### src/shared/ddr_port_pkg.sv
package ddr_port_pkg;
	// ****************************************
	// Widths and organisation
	// ****************************************
	localparam int DATA_W    = 36;
	localparam int LANES     = 4;
	localparam int LANE_W    = DATA_W / LANES;
	localparam int ADDR_W    = 4;
	localparam int BURST_LEN = 2;

	// ****************************************
	// Pin levels and encodings
	// ****************************************
	localparam logic       LOAD_ACTIVE = 1'b0;
	localparam logic       DIR_READ    = 1'b1;
	localparam logic       MASK_WRITE  = 1'b0;
	localparam logic       BEAT_FIRST  = 1'b0;
	localparam logic       BEAT_SECOND = 1'b1;
	localparam logic [1:0] WORDS_NONE  = 2'h0;
	localparam logic [1:0] WORDS_BURST = 2'h2;

	// ****************************************
	// Carriers
	// ****************************************
	typedef enum logic [1:0] {OP_IDLE, OP_READ, OP_WRITE} op_t;

	typedef struct packed {
		logic              bus_cycle_load_n;
		logic              dir_read;
		logic [ADDR_W-1:0] addr;
	} cmd_pins_t;

	typedef struct packed {
		logic [DATA_W-1:0] data;
		logic [LANES-1:0]  byte_write_mask_n;
	} wr_beat_t;

	typedef struct packed {
		op_t               op;
		logic [ADDR_W-1:0] addr;
	} xact_t;
endpackage : ddr_port_pkg

### src/ddr_sram_port.sv
// Operation
// - Write data is captured on rising edges of both input clocks.
// - Read data is launched, one word per rising edge of either clock.
// - Data outputs float whenever no read is being driven.
// - Load is active low and sampled only on true clock rising edges.
// - Address and direction are taken at the same edge as load.
// - Every transaction moves exactly two words.
// - Eight-bit variant uses two nibble masks for bits 3:0 and 7:4.
// - A deasserted nibble mask leaves that stored nibble unchanged.
// - Each nibble mask is sampled with the data word it qualifies.
// - Byte mask 0 gates bits 8:0, mask 1 gates bits 17:9.
// - Thirty-six-bit variant adds masks for bits 26:18 and 35:27.
// - A deasserted byte mask leaves that stored lane unchanged.
// - Each byte mask is sampled with its own burst word.
// - Direction high at load means read, low means write.
// - One shared address bus, sampled at true clock rising edges.
// - Valid flag is high while read data is driven, aligned to echo.
`timescale 1ns/10ps
module ddr_sram_port (
	input  wire logic                     clock,
	input  wire logic                     rst,
	input  wire logic                     k_pin,
	input  wire logic                     k_n_pin,
	input  wire ddr_port_pkg::cmd_pins_t  cmd,
	input  wire ddr_port_pkg::wr_beat_t   wr_in,
	output logic [ddr_port_pkg::DATA_W-1:0] dq_out,
	output logic                          dq_oe,
	output logic                          read_data_valid_flag,
	output logic                          echo_clock_out,
	output logic                          echo_clock_out_n
);
	import ddr_port_pkg::*;

	localparam int         DEPTH       = 2 ** (ADDR_W + 1);
	localparam logic [1:0] SETTLE_DONE = 2'h3;
	localparam logic [1:0] SETTLE_STEP = 2'h1;

	// ****************************************
	// State
	// ****************************************
	typedef struct packed {
		logic [1:0]                    k_sync;
		logic [1:0]                    kn_sync;
		logic                          k_prev;
		logic                          kn_prev;
		cmd_pins_t                     cmd_s1;
		cmd_pins_t                     cmd_s2;
		wr_beat_t                      wr_s1;
		wr_beat_t                      wr_s2;
		xact_t                         pend;
		xact_t                         act;
		logic [ADDR_W-1:0]             rd_addr;
		logic [1:0]                    rd_left;
		logic                          rd_beat;
		logic [DEPTH-1:0][DATA_W-1:0]  mem;
		logic [DATA_W-1:0]             dq_out;
		logic                          dq_oe;
		logic                          valid;
		logic                          echo;
		logic                          echo_n;
		logic [1:0]                    settle;
	} port_state_t;

	port_state_t         s_r;
	port_state_t         s_nxt;
	logic                k_rise;
	logic                kn_rise;
	logic                beat_edge;
	op_t                 b_op;
	logic [ADDR_W:0]     b_idx;
	logic                fifo_in_valid;
	logic                fifo_in_ready;
	logic [DATA_W-1:0]   fifo_in_data;
	logic                fifo_out_valid;
	logic                fifo_pop;
	logic [DATA_W-1:0]   fifo_out_data;

	// Pin inputs pass two flops; edges are seen only on the second
	// Edge history resets low; a pin already high at release is no rise
	// Limitation: a real rise before the first clock edge after release is lost
	assign k_rise        = (s_r.settle == SETTLE_DONE) && s_r.k_sync[1] && !s_r.k_prev;
	assign kn_rise       = (s_r.settle == SETTLE_DONE) && s_r.kn_sync[1] && !s_r.kn_prev;
	assign fifo_in_valid = (s_r.rd_left != WORDS_NONE);
	assign fifo_in_data  = s_r.mem[{s_r.rd_addr, s_r.rd_beat}];

	// ****************************************
	// Read prefetch buffer
	// ****************************************
	// Prefetch runs ahead of the beats; a late beat stalls it, no word lost
	word_buf2 #(
		.W (DATA_W)
	) u_rd_buf (
		.clock     (clock),
		.rst       (rst),
		.in_valid  (fifo_in_valid),
		.in_ready  (fifo_in_ready),
		.in_data   (fifo_in_data),
		.out_valid (fifo_out_valid),
		.out_ready (fifo_pop),
		.out_data  (fifo_out_data)
	);

	// ****************************************
	// Next state
	// ****************************************
	always_comb begin
		s_nxt          = s_r;
		s_nxt.k_sync   = {s_r.k_sync[0], k_pin};
		s_nxt.kn_sync  = {s_r.kn_sync[0], k_n_pin};
		s_nxt.k_prev   = s_r.k_sync[1];
		s_nxt.kn_prev  = s_r.kn_sync[1];
		s_nxt.cmd_s1   = cmd;
		s_nxt.cmd_s2   = s_r.cmd_s1;
		s_nxt.wr_s1    = wr_in;
		s_nxt.wr_s2    = s_r.wr_s1;
		s_nxt.echo     = s_r.k_sync[1];
		s_nxt.echo_n   = s_r.kn_sync[1];
		beat_edge      = k_rise || kn_rise;
		b_op           = OP_IDLE;
		b_idx          = '0;
		fifo_pop       = 1'b0;

		if (s_r.settle != SETTLE_DONE) begin
			s_nxt.settle = s_r.settle + SETTLE_STEP;
		end

		if (fifo_in_valid && fifo_in_ready) begin
			s_nxt.rd_left = s_r.rd_left - 2'h1;
			s_nxt.rd_beat = BEAT_SECOND;
		end

		if (k_rise) begin
			// First beat belongs to the previous load
			b_op          = s_r.pend.op;
			b_idx         = {s_r.pend.addr, BEAT_FIRST};
			s_nxt.act     = s_r.pend;
			s_nxt.pend.op = OP_IDLE;
			if (s_r.cmd_s2.bus_cycle_load_n == LOAD_ACTIVE) begin
				s_nxt.pend.addr = s_r.cmd_s2.addr;
				if (s_r.cmd_s2.dir_read == DIR_READ) begin
					s_nxt.pend.op = OP_READ;
					s_nxt.rd_addr = s_r.cmd_s2.addr;
					s_nxt.rd_left = WORDS_BURST;
					s_nxt.rd_beat = BEAT_FIRST;
				end else begin
					s_nxt.pend.op = OP_WRITE;
				end
			end
		end else if (kn_rise) begin
			b_op         = s_r.act.op;
			b_idx        = {s_r.act.addr, BEAT_SECOND};
			s_nxt.act.op = OP_IDLE;
		end

		if (beat_edge) begin
			if (b_op == OP_WRITE) begin
				// Mask and data come from the same sampled beat
				for (int l = 0; l < LANES; l++) begin
					if (s_r.wr_s2.byte_write_mask_n[l] == MASK_WRITE) begin
						s_nxt.mem[b_idx][l*LANE_W +: LANE_W] =
							s_r.wr_s2.data[l*LANE_W +: LANE_W];
					end
				end
			end
			if (b_op == OP_READ) begin
				fifo_pop     = 1'b1;
				s_nxt.dq_out = fifo_out_data;
				s_nxt.dq_oe  = 1'b1;
				s_nxt.valid  = fifo_out_valid;
			end else begin
				s_nxt.dq_out = '0;
				s_nxt.dq_oe  = 1'b0;
				s_nxt.valid  = 1'b0;
			end
		end
	end

	always_ff @(posedge clock or posedge rst) begin
		if (rst) begin
			s_r <= '0;
		end else begin
			s_r <= s_nxt;
		end
	end

	assign dq_out               = s_r.dq_out;
	assign dq_oe                = s_r.dq_oe;
	assign read_data_valid_flag = s_r.valid;
	assign echo_clock_out       = s_r.echo;
	assign echo_clock_out_n     = s_r.echo_n;

	// ****************************************
	// Checks
	// ****************************************
	logic [LANE_W-1:0] lane0_stored;
	logic [LANE_W-1:0] lane0_incoming;
	logic              load_read;
	assign lane0_stored   = s_r.mem[b_idx][LANE_W-1:0];
	assign lane0_incoming = s_r.wr_s2.data[LANE_W-1:0];
	assign load_read      = k_rise && s_r.cmd_s2.bus_cycle_load_n == LOAD_ACTIVE
		&& s_r.cmd_s2.dir_read == DIR_READ;

	property p_float_idle;
		@(posedge clock) disable iff (rst)
		(beat_edge && b_op != OP_READ) |=> !dq_oe;
	endproperty
	a_float_idle: assert property (p_float_idle) else $error("bus driven without read");

	property p_drive_read;
		@(posedge clock) disable iff (rst)
		(beat_edge && b_op == OP_READ) |=> dq_oe && dq_out == $past(fifo_out_data);
	endproperty
	a_drive_read: assert property (p_drive_read) else $error("read word not driven");

	property p_valid_with_oe;
		@(posedge clock) disable iff (rst)
		read_data_valid_flag |-> dq_oe;
	endproperty
	a_valid_with_oe: assert property (p_valid_with_oe) else $error("valid without drive");

	property p_load_only_k;
		@(posedge clock) disable iff (rst)
		!k_rise |=> s_r.pend == $past(s_r.pend);
	endproperty
	a_load_only_k: assert property (p_load_only_k) else $error("load taken off k edge");

	property p_load_capture;
		@(posedge clock) disable iff (rst)
		load_read |=> s_r.pend.op == OP_READ && s_r.pend.addr == $past(s_r.cmd_s2.addr);
	endproperty
	a_load_capture: assert property (p_load_capture) else $error("load fields wrong");

	property p_two_words;
		@(posedge clock) disable iff (rst)
		// Second prefetch may wait behind a full buffer until the next beat
		load_read |=> s_r.rd_left == WORDS_BURST ##1 s_r.rd_left == (WORDS_BURST - 2'h1);
	endproperty
	a_two_words: assert property (p_two_words) else $error("burst not two words");

	property p_lane_kept;
		@(posedge clock) disable iff (rst)
		(beat_edge && b_op == OP_WRITE && s_r.wr_s2.byte_write_mask_n[0] != MASK_WRITE)
		|=> s_r.mem[$past(b_idx)][LANE_W-1:0] == $past(lane0_stored);
	endproperty
	a_lane_kept: assert property (p_lane_kept) else $error("masked lane altered");

	property p_lane_written;
		@(posedge clock) disable iff (rst)
		(beat_edge && b_op == OP_WRITE && s_r.wr_s2.byte_write_mask_n[0] == MASK_WRITE)
		|=> s_r.mem[$past(b_idx)][LANE_W-1:0] == $past(lane0_incoming);
	endproperty
	a_lane_written: assert property (p_lane_written) else $error("lane not written");

	property p_second_beat;
		@(posedge clock) disable iff (rst)
		(kn_rise && !k_rise && s_r.act.op == OP_WRITE) |-> b_idx[0] == BEAT_SECOND;
	endproperty
	a_second_beat: assert property (p_second_beat) else $error("second beat misplaced");
endmodule : ddr_sram_port

### src/word_buf2.sv
`timescale 1ns/10ps
module word_buf2 #(
	parameter int W = 8
) (
	input  wire logic         clock,
	input  wire logic         rst,
	input  wire logic         in_valid,
	output logic              in_ready,
	input  wire logic [W-1:0] in_data,
	output logic              out_valid,
	input  wire logic         out_ready,
	output logic [W-1:0]      out_data
);
	typedef struct packed {
		logic [1:0][W-1:0] slot;
		logic              rd_ptr;
		logic              wr_ptr;
		logic [1:0]        count;
	} buf_state_t;

	localparam logic [1:0] FULL_COUNT = 2'h2;
	localparam logic [1:0] ONE        = 2'h1;

	buf_state_t s_r;
	buf_state_t s_nxt;
	logic       push;
	logic       pop;

	assign in_ready  = (s_r.count != FULL_COUNT);
	assign out_valid = (s_r.count != '0);
	assign out_data  = s_r.slot[s_r.rd_ptr];
	assign push      = in_valid && in_ready;
	assign pop       = out_valid && out_ready;

	always_comb begin
		s_nxt = s_r;
		if (push) begin
			s_nxt.slot[s_r.wr_ptr] = in_data;
			s_nxt.wr_ptr           = ~s_r.wr_ptr;
		end
		if (pop) begin
			s_nxt.rd_ptr = ~s_r.rd_ptr;
		end
		if (push && !pop) begin
			s_nxt.count = s_r.count + ONE;
		end else if (pop && !push) begin
			s_nxt.count = s_r.count - ONE;
		end
	end

	always_ff @(posedge clock or posedge rst) begin
		if (rst) begin
			s_r <= '0;
		end else begin
			s_r <= s_nxt;
		end
	end
endmodule : word_buf2

### config.mk
export PLATFORM = sky130hd
export DESIGN_NAME = ddr_sram_port
export DESIGN_NICKNAME = d
export VERILOG_FILES = /design/src/shared/ddr_port_pkg.sv /design/src/ddr_sram_port.sv /design/src/word_buf2.sv
export SDC_FILE = /design/constraint.sdc
export NUM_CORES = 2
export LEC_CHECK = 0
export BUFFER_PORTS_ARGS = -buffer_cell sky130_fd_sc_hd__buf_2
export CAP_MARGIN = 10
export CORE_MARGIN = 4
export CORE_UTILIZATION = 50
export DETAILED_ROUTE_END_ITERATION = 8
export GPL_TIMING_DRIVEN = 0
export HOLD_SLACK_MARGIN = 0.08
export PLACE_DENSITY = 0.63
export SETUP_SLACK_MARGIN = 0.3
export SLEW_MARGIN = 20
export SYNTH_ARGS = -nofsm -noshare
export SYNTH_HDL_FRONTEND = slang
export SYNTH_SLANG_ARGS = --single-unit
### constraint.sdc
create_clock -name clock -period 44.3 [get_ports clock]
set_input_delay 0 -clock clock [delete_from_list [all_inputs] [get_ports clock]]
set_output_delay 0 -clock clock [all_outputs]
set_load 0.03 [all_outputs]
# Word-level counts from Yosys, hierarchy flattened
# Cells that the tools add are included.
dict set report word_totals {
  word_cells 148
  ff_bits 1385
  input_bits 50
}
dict set report op_classes {
  n_lt_le_gt_ge 6
  mux 46
  reduce_logical 22
  bitwise 3
  n_eq_ne 5
  addsub 4
}
# operator n
set op_table {}
lappend op_table {{$mux W1152} 10}
lappend op_table {{$bwmux W1152} 4}
lappend op_table {{$demux W36 S5} 4}
lappend op_table {{$bmux W36 S5} 1}
lappend op_table {{$mux W36} 5}
lappend op_table {{$bwmux W72} 1}
lappend op_table {{$mux W38} 1}
lappend op_table {{$demux W36 S1} 1}
lappend op_table {{$mux W27} 1}
lappend op_table {{$mux W18} 1}
lappend op_table {{$mux W2} 7}
lappend op_table {{$lt A5 B6 Y1 const B} 2}
lappend op_table {{$mux W3} 4}
lappend op_table {{$logic_and A1 B1 Y1} 10}
lappend op_table {{$mux W5} 2}
lappend op_table {{$mux W9} 1}
lappend op_table {{$reduce_bool A2 Y1} 4}
lappend op_table {{$mux W6} 1}
lappend op_table {{$ge A5 B1 Y1 const B} 1}
lappend op_table {{$add A2 B1 Y2 const B} 2}
lappend op_table {{$eq A2 B2 Y1 const B} 2}
lappend op_table {{$logic_not A1 Y1} 4}
lappend op_table {{$lt A1 B2 Y1 const B} 2}
lappend op_table {{$ne A2 B2 Y1 const B} 2}
lappend op_table {{8 further kinds} 13}

# Longest topological paths before layout
dict set report depth {
  depth_word 23
  ltp_mapped 12
}

# Modules after synthesis
# Synthesis repeated with hierarchy kept, for this count alone.
dict set report hier_totals {
  hier_cells 3579
  area_unflattened_um2 60550.6
}
# mod instances seq_area_each_um2 area_per_inst_um2 cells_per_inst
set by_module_without_submodules {}
lappend by_module_without_submodules {ddr_sram_port 1 32756.4 56958.4 3369}
lappend by_module_without_submodules {word_buf2 1 1901.8 3592.2 210}

# Worst setup path before layout
# OpenSTA, ideal clock, no wires.
dict set report synth_path {
  kind {register to register}
  start {reg s_r[0] (netlist bit)}
  end {reg s_r[600] (netlist bit)}
  path_stages_with_launch 11
  t_required_ns 44.175
  arrival_ns 2.670
  period_less_slack_ns 2.795
  setup_slack_ns 41.505
  path_cell_list {dfrtp_1 > ha_1 > buf_2 > and3b_1 > buf_4 > mux2i_4 > inv_4 > a2111oi_4 > buf_12 > nand2_8 > mux2_4}
}
dict set report synth_via {
  elab_chain_len 20
  elab_cells_between_ends 34
}
# item line
set synth_lines {}
lappend synth_lines {{start, declared} ddr_sram_port.sv:64} ;# port_state_t s_r;
lappend synth_lines {{start signal, assigned} ddr_sram_port.sv:182} ;# s_r <= s_nxt;
lappend synth_lines {{$eq A2 B2 Y1 (*)} {ddr_sram_port.sv:81, ddr_sram_port.sv:82}}
lappend synth_lines {{$logic_and A1 B1 Y1 (2 in a row)} ddr_sram_port.sv:82} ;# assign kn_rise = (s_r.settle == SETTLE_DONE) && s_r.kn_sync[1] && !s_r.kn_prev;
lappend synth_lines {{$mux W5} ddr_sram_port.sv:149} ;# end else if (kn_rise) begin
lappend synth_lines {{$mux W5} ddr_sram_port.sv:132} ;# if (k_rise) begin
lappend synth_lines {{$demux W36 S5} ddr_sram_port.sv:160} ;# s_nxt.mem[b_idx][l*LANE_W +: LANE_W] =
lappend synth_lines {{$bwmux W1152} ddr_sram_port.sv:160}
lappend synth_lines {{$mux W1152} ddr_sram_port.sv:159} ;# if (s_r.wr_s2.byte_write_mask_n[l] == MASK_WRITE) begin
lappend synth_lines {{$mux W1152} ddr_sram_port.sv:156} ;# if (b_op == OP_WRITE) begin
lappend synth_lines {{(+3 left out)} -}
lappend synth_lines {{$mux W1152} ddr_sram_port.sv:156}
lappend synth_lines {{$mux W1152} ddr_sram_port.sv:155} ;# if (beat_edge) begin
lappend synth_lines {{$bwmux W1152} ddr_sram_port.sv:160}
lappend synth_lines {{$mux W1152} ddr_sram_port.sv:159}
lappend synth_lines {{$mux W1152} ddr_sram_port.sv:156}
lappend synth_lines {{$mux W1152} ddr_sram_port.sv:155}
lappend synth_lines {{$bwmux W1152} ddr_sram_port.sv:160}
lappend synth_lines {{$mux W1152} ddr_sram_port.sv:159}
# Every way passes the cells marked *; elsewhere a longest branch is shown, timed or not. The select of a mux whose other input is x is not followed.
# A chain may end at the register's enable or synchronous reset.

# Final worst setup path
dict set report layout_path {
  start {reg s_r[1198] (netlist bit)}
  end {reg u_rd_buf.s_r[12] (netlist bit)}
}
dict set report layout_via {
  elab_chain_len 3
}
# item line
set layout_lines {}
lappend layout_lines {{$bmux W36 S5} ddr_sram_port.sv:84} ;# assign fifo_in_data = s_r.mem[{s_r.rd_addr, s_r.rd_beat}];
lappend layout_lines {{$mux W36 (not written as such)} ddr_sram_port.sv:84}
lappend layout_lines {{$bwmux W72} word_buf2.sv:38} ;# s_nxt.slot[s_r.wr_ptr] = in_data;
lappend layout_lines {{end signal, assigned} word_buf2.sv:55} ;# s_r <= s_nxt;
lappend layout_lines {{end, declared} word_buf2.sv:24} ;# buf_state_t s_r;
# Every way passes these cells. The select of a mux whose other input is x is not followed.

==> out/summary.txt <==
ys flop type = dfrtp_1
Initial DRC Count = 3695
Pins Over Slew Limit = 0
Max VDD drop = 41.67 uV
vias per cell = 6.055
Post-CTS Setup Inserts = 0
worst hold path endpoint = s_r[1246]$_DFF_PP0_
starting density of the core = 0.5058
Leak = 37.16 nW
H-tree levels = 4
Cells after Synth = 4371
hold path cells = 0
area of the multi-input gates = 25810 um^2
Core Region = 122400 um^2
Final #Nets = 4795
CP Capture Type = flop
unrepaired setup endpoints after global routing = false
switching power = 1.024 mW
post-synthesis area per instance = 14.16 um^2
Placed Instances = 6115
Post-Layout Cell Count = 6488
GR Util All Layers = 0.2997
Peak Freq = 0.2281 GHz
Synth cell types = 56
routed vias = 39290
Comb power frac = 0.206
Cell Int Power = 2.369 mW
largest net degree at the start of global routing = 106
routability cong. = 0.8993
Post-synth EDFFs = 0
Worst Tran Pin Value = 1.256 ns
worst skew pair latency = 0.77 ns
TritonCTS clock tree = built
setup TNS = 0 ns
critical path required time = 44.95 ns
power per cell area = 47.67 nW/um^2
Yosys top cell area share = 0.5600
final wirelength = 195.8 mm
drt first pass iters = 6
Post-DP HPWL = 129.9 mm
Seq/Total Area, Yosys = 0.5600
Net Sw Frac = 0.3018
Cell Area, Synth = 61890 um^2
Place WS = 39.96 ns
FF/Latch Area = 34660 um^2
fraction of layout cells with a size suffix above 1 = 0.3720
hold path start = s_nxt[1246]$_DFF_PP0_
first-pass GRT wire length = 283.0 mm
most numerous cell in the Yosys netlist = dfrtp_1
DRC viols = 0
area delta synth->final = 15.01%
synth top area cells = dfrtp_1 56%, mux2_2 21%, mux2i_1 9.9%
max_slew headroom = 0.1629
I/O Pins = 90
# clock sinks = 1385
Clock power frac = 0.378
skew final = 0.02422 ns
FP Rows = 128
Syn Nets = 4424
synth warn = 0
Synth Register Bits = 1385
Setup CP Type = reg2reg
FF-to-FF setup slack = 39.92 ns
Post-synth ARST share = 1.000
CP Max Fanout = 10
Num CTS Buffers = 152
vias in the first global route = 39800
worst hold path class = reg2reg
# setup viols final = 0
clk slew on worst S/H paths = 0.06 ns
IO buf count = 89
Clock Path Buffers = 3
r2r worst-path depth = 8
die footprint = 129500 um^2
worst r2r dst = u_rd_buf.s_r[12]$_DFFE_PP0P_
fin area = 71190 um^2
CTS resizes = 0
# fillers = 10010
Die X-Extent = 359.8 um
grt ovf = 0
Final Cycle Share = 0.09898
crit start category = flop
Die Ht = 359.8 um
Final min period = 4.385 ns
Sequential Power Share = 0.416
post-route ant nets = 0
antenna violations before repair = 3
area leader, netlist = dfrtp_1
routed wire length per instance = 30.17 um
Post-synth top cells = 1385 x dfrtp_1, 1143 x mux2_2, 612 x mux2i_1
setup ws final = 39.92 ns
placed cell areas = 65140 um^2
reg-to-reg critical path startpoint = s_r[1198]$_DFFE_PP0P_
final hold violation count = 0
MaxCap Viol Count = 0
clk root buf = clkbuf_16
Worst Path Arrival = 5.04 ns
status = completed
## kinds of logic after synthesis
logic type | synth area share
flops | 0.5600
mux | 0.3295
simple gates | 0.03147
xor+xnor | 0.0009906
fa+ha+maj | 0.0006065
buf+inv | 0.02497
compound gates | 0.05252
## power groups by stage
| stage | sequential (mW) | clock [mW] | combinational, mW |
|---|---|---|---|
| after floorplan | 1.42 | 0 | 0.420 |
| final | 1.41 | 1.28 | 0.699 |
| after CTS | 1.41 | 1.30 | 0.690 |
| after global routing | 1.42 | 1.35 | 0.729 |
| after global placement | 1.44 | 0 | 0.665 |
| after detailed placement | 1.43 | 0 | 0.681 |
## worst max-delay path, cell delays in order, from the launching register on
cell,delay [ns]
dfrtp_1,0.41
and2_1,0.14
clkbuf_1,0.88
clkbuf_1,0.89
clkbuf_1,0.90
a22oi_1,0.24
a21oi_1,0.32
nor4_1,0.18
mux2_2,0.29
## through the flow
step           hold slack (ns)  power, mW  utilization
3_3_place_gp            0.1077      2.104       0.5261
4_1_cts                 0.3384      3.401       0.5816
3_5_place_dp           0.03557      2.115       0.5324
6_report                0.3382      3.393       0.5818
5_1_grt                 0.3488      3.503       0.5817
2_1_floorplan          0.03143      1.844            -
## cell type report
cell class,instances,share of cell area
Antenna cell,3,0.0001055
Buffer,354,0.02230
Clock buffer,226,0.06389
Clock inverter,46,0.006925
Inverter,7,0.0005097
Multi-Input combinational cell,2625,0.3625
Sequential cell,1385,0.4869
Tap cell,1625,0.02856
Timing Repair Buffer,217,0.02832
## worst max-delay path by stage
stage,start,endpoint,slack [ns],depth (start not counted)
after floorplan,rst,dq_oe$_DFFE_PP0P_,5.25,1
after global placement,rst,s_r[883]$_DFFE_PP0P_,-10.44,2
after detailed placement,s_r[1194]$_DFF_PP0_,u_rd_buf.s_r[31]$_DFFE_PP0P_,39.96,8
after CTS,s_r[1194]$_DFF_PP0_,u_rd_buf.s_r[31]$_DFFE_PP0P_,39.94,8
after global routing,s_r[1198]$_DFFE_PP0P_,u_rd_buf.s_r[68]$_DFFE_PP0P_,40.05,8
final,s_r[1198]$_DFFE_PP0P_,u_rd_buf.s_r[12]$_DFFE_PP0P_,39.92,8
## cells in the final DEF, fill, tap and decap left out, types with 9 or more instances in the layout
| master | instances |
|---|---|
| buf_16 | 15 |
| mux2_4 | 90 |
| nand2_8 | 10 |
| or3_1 | 9 |
| a22oi_1 | 288 |
| nand3_1 | 28 |
| mux2_2 | 1143 |
| dlygate4sd3_1 | 98 |
| nor2_1 | 19 |
| clkbuf_16 | 157 |
| clkbuf_2 | 34 |
| a21oi_1 | 146 |
| buf_2 | 126 |
| clkbuf_1 | 241 |
| nand2b_1 | 12 |
| buf_1 | 33 |
| nor4_1 | 32 |
| clkbuf_8 | 36 |
| nand2_1 | 64 |
| nor2_2 | 34 |
| dfrtp_1 | 1385 |
| buf_4 | 44 |
| mux2i_1 | 612 |
| o21ai_0 | 38 |
| nor3_4 | 22 |
| clkinv_2 | 24 |
## timing repair
item,CTS,global route
setup endpoints to repair,0,0
hold buffers,98,0
hold endpoints to repair,389,0
## state kept, by name (all words and copies together) (netlist names)
register	count
s_r	1210
u_rd_buf.s_r	76
s_nxt	50
dq_out	36
lane0_incoming	9
dq_oe	1
echo_clock_out	1
echo_clock_out_n	1
read_data_valid_flag	1
## layer usage
layer  GRT usage  vias up  part of all wire  wire (um)
met4      0.1064        2             0.038       7466
met5           0        -          0.000072         14
met3     0.06600      374             0.078      15190
li1            -    16720                 -          -
met2      0.4649     1481              0.46      89180
met1      0.4183    20710              0.43      83920
(Power assumes the default switching activity.)
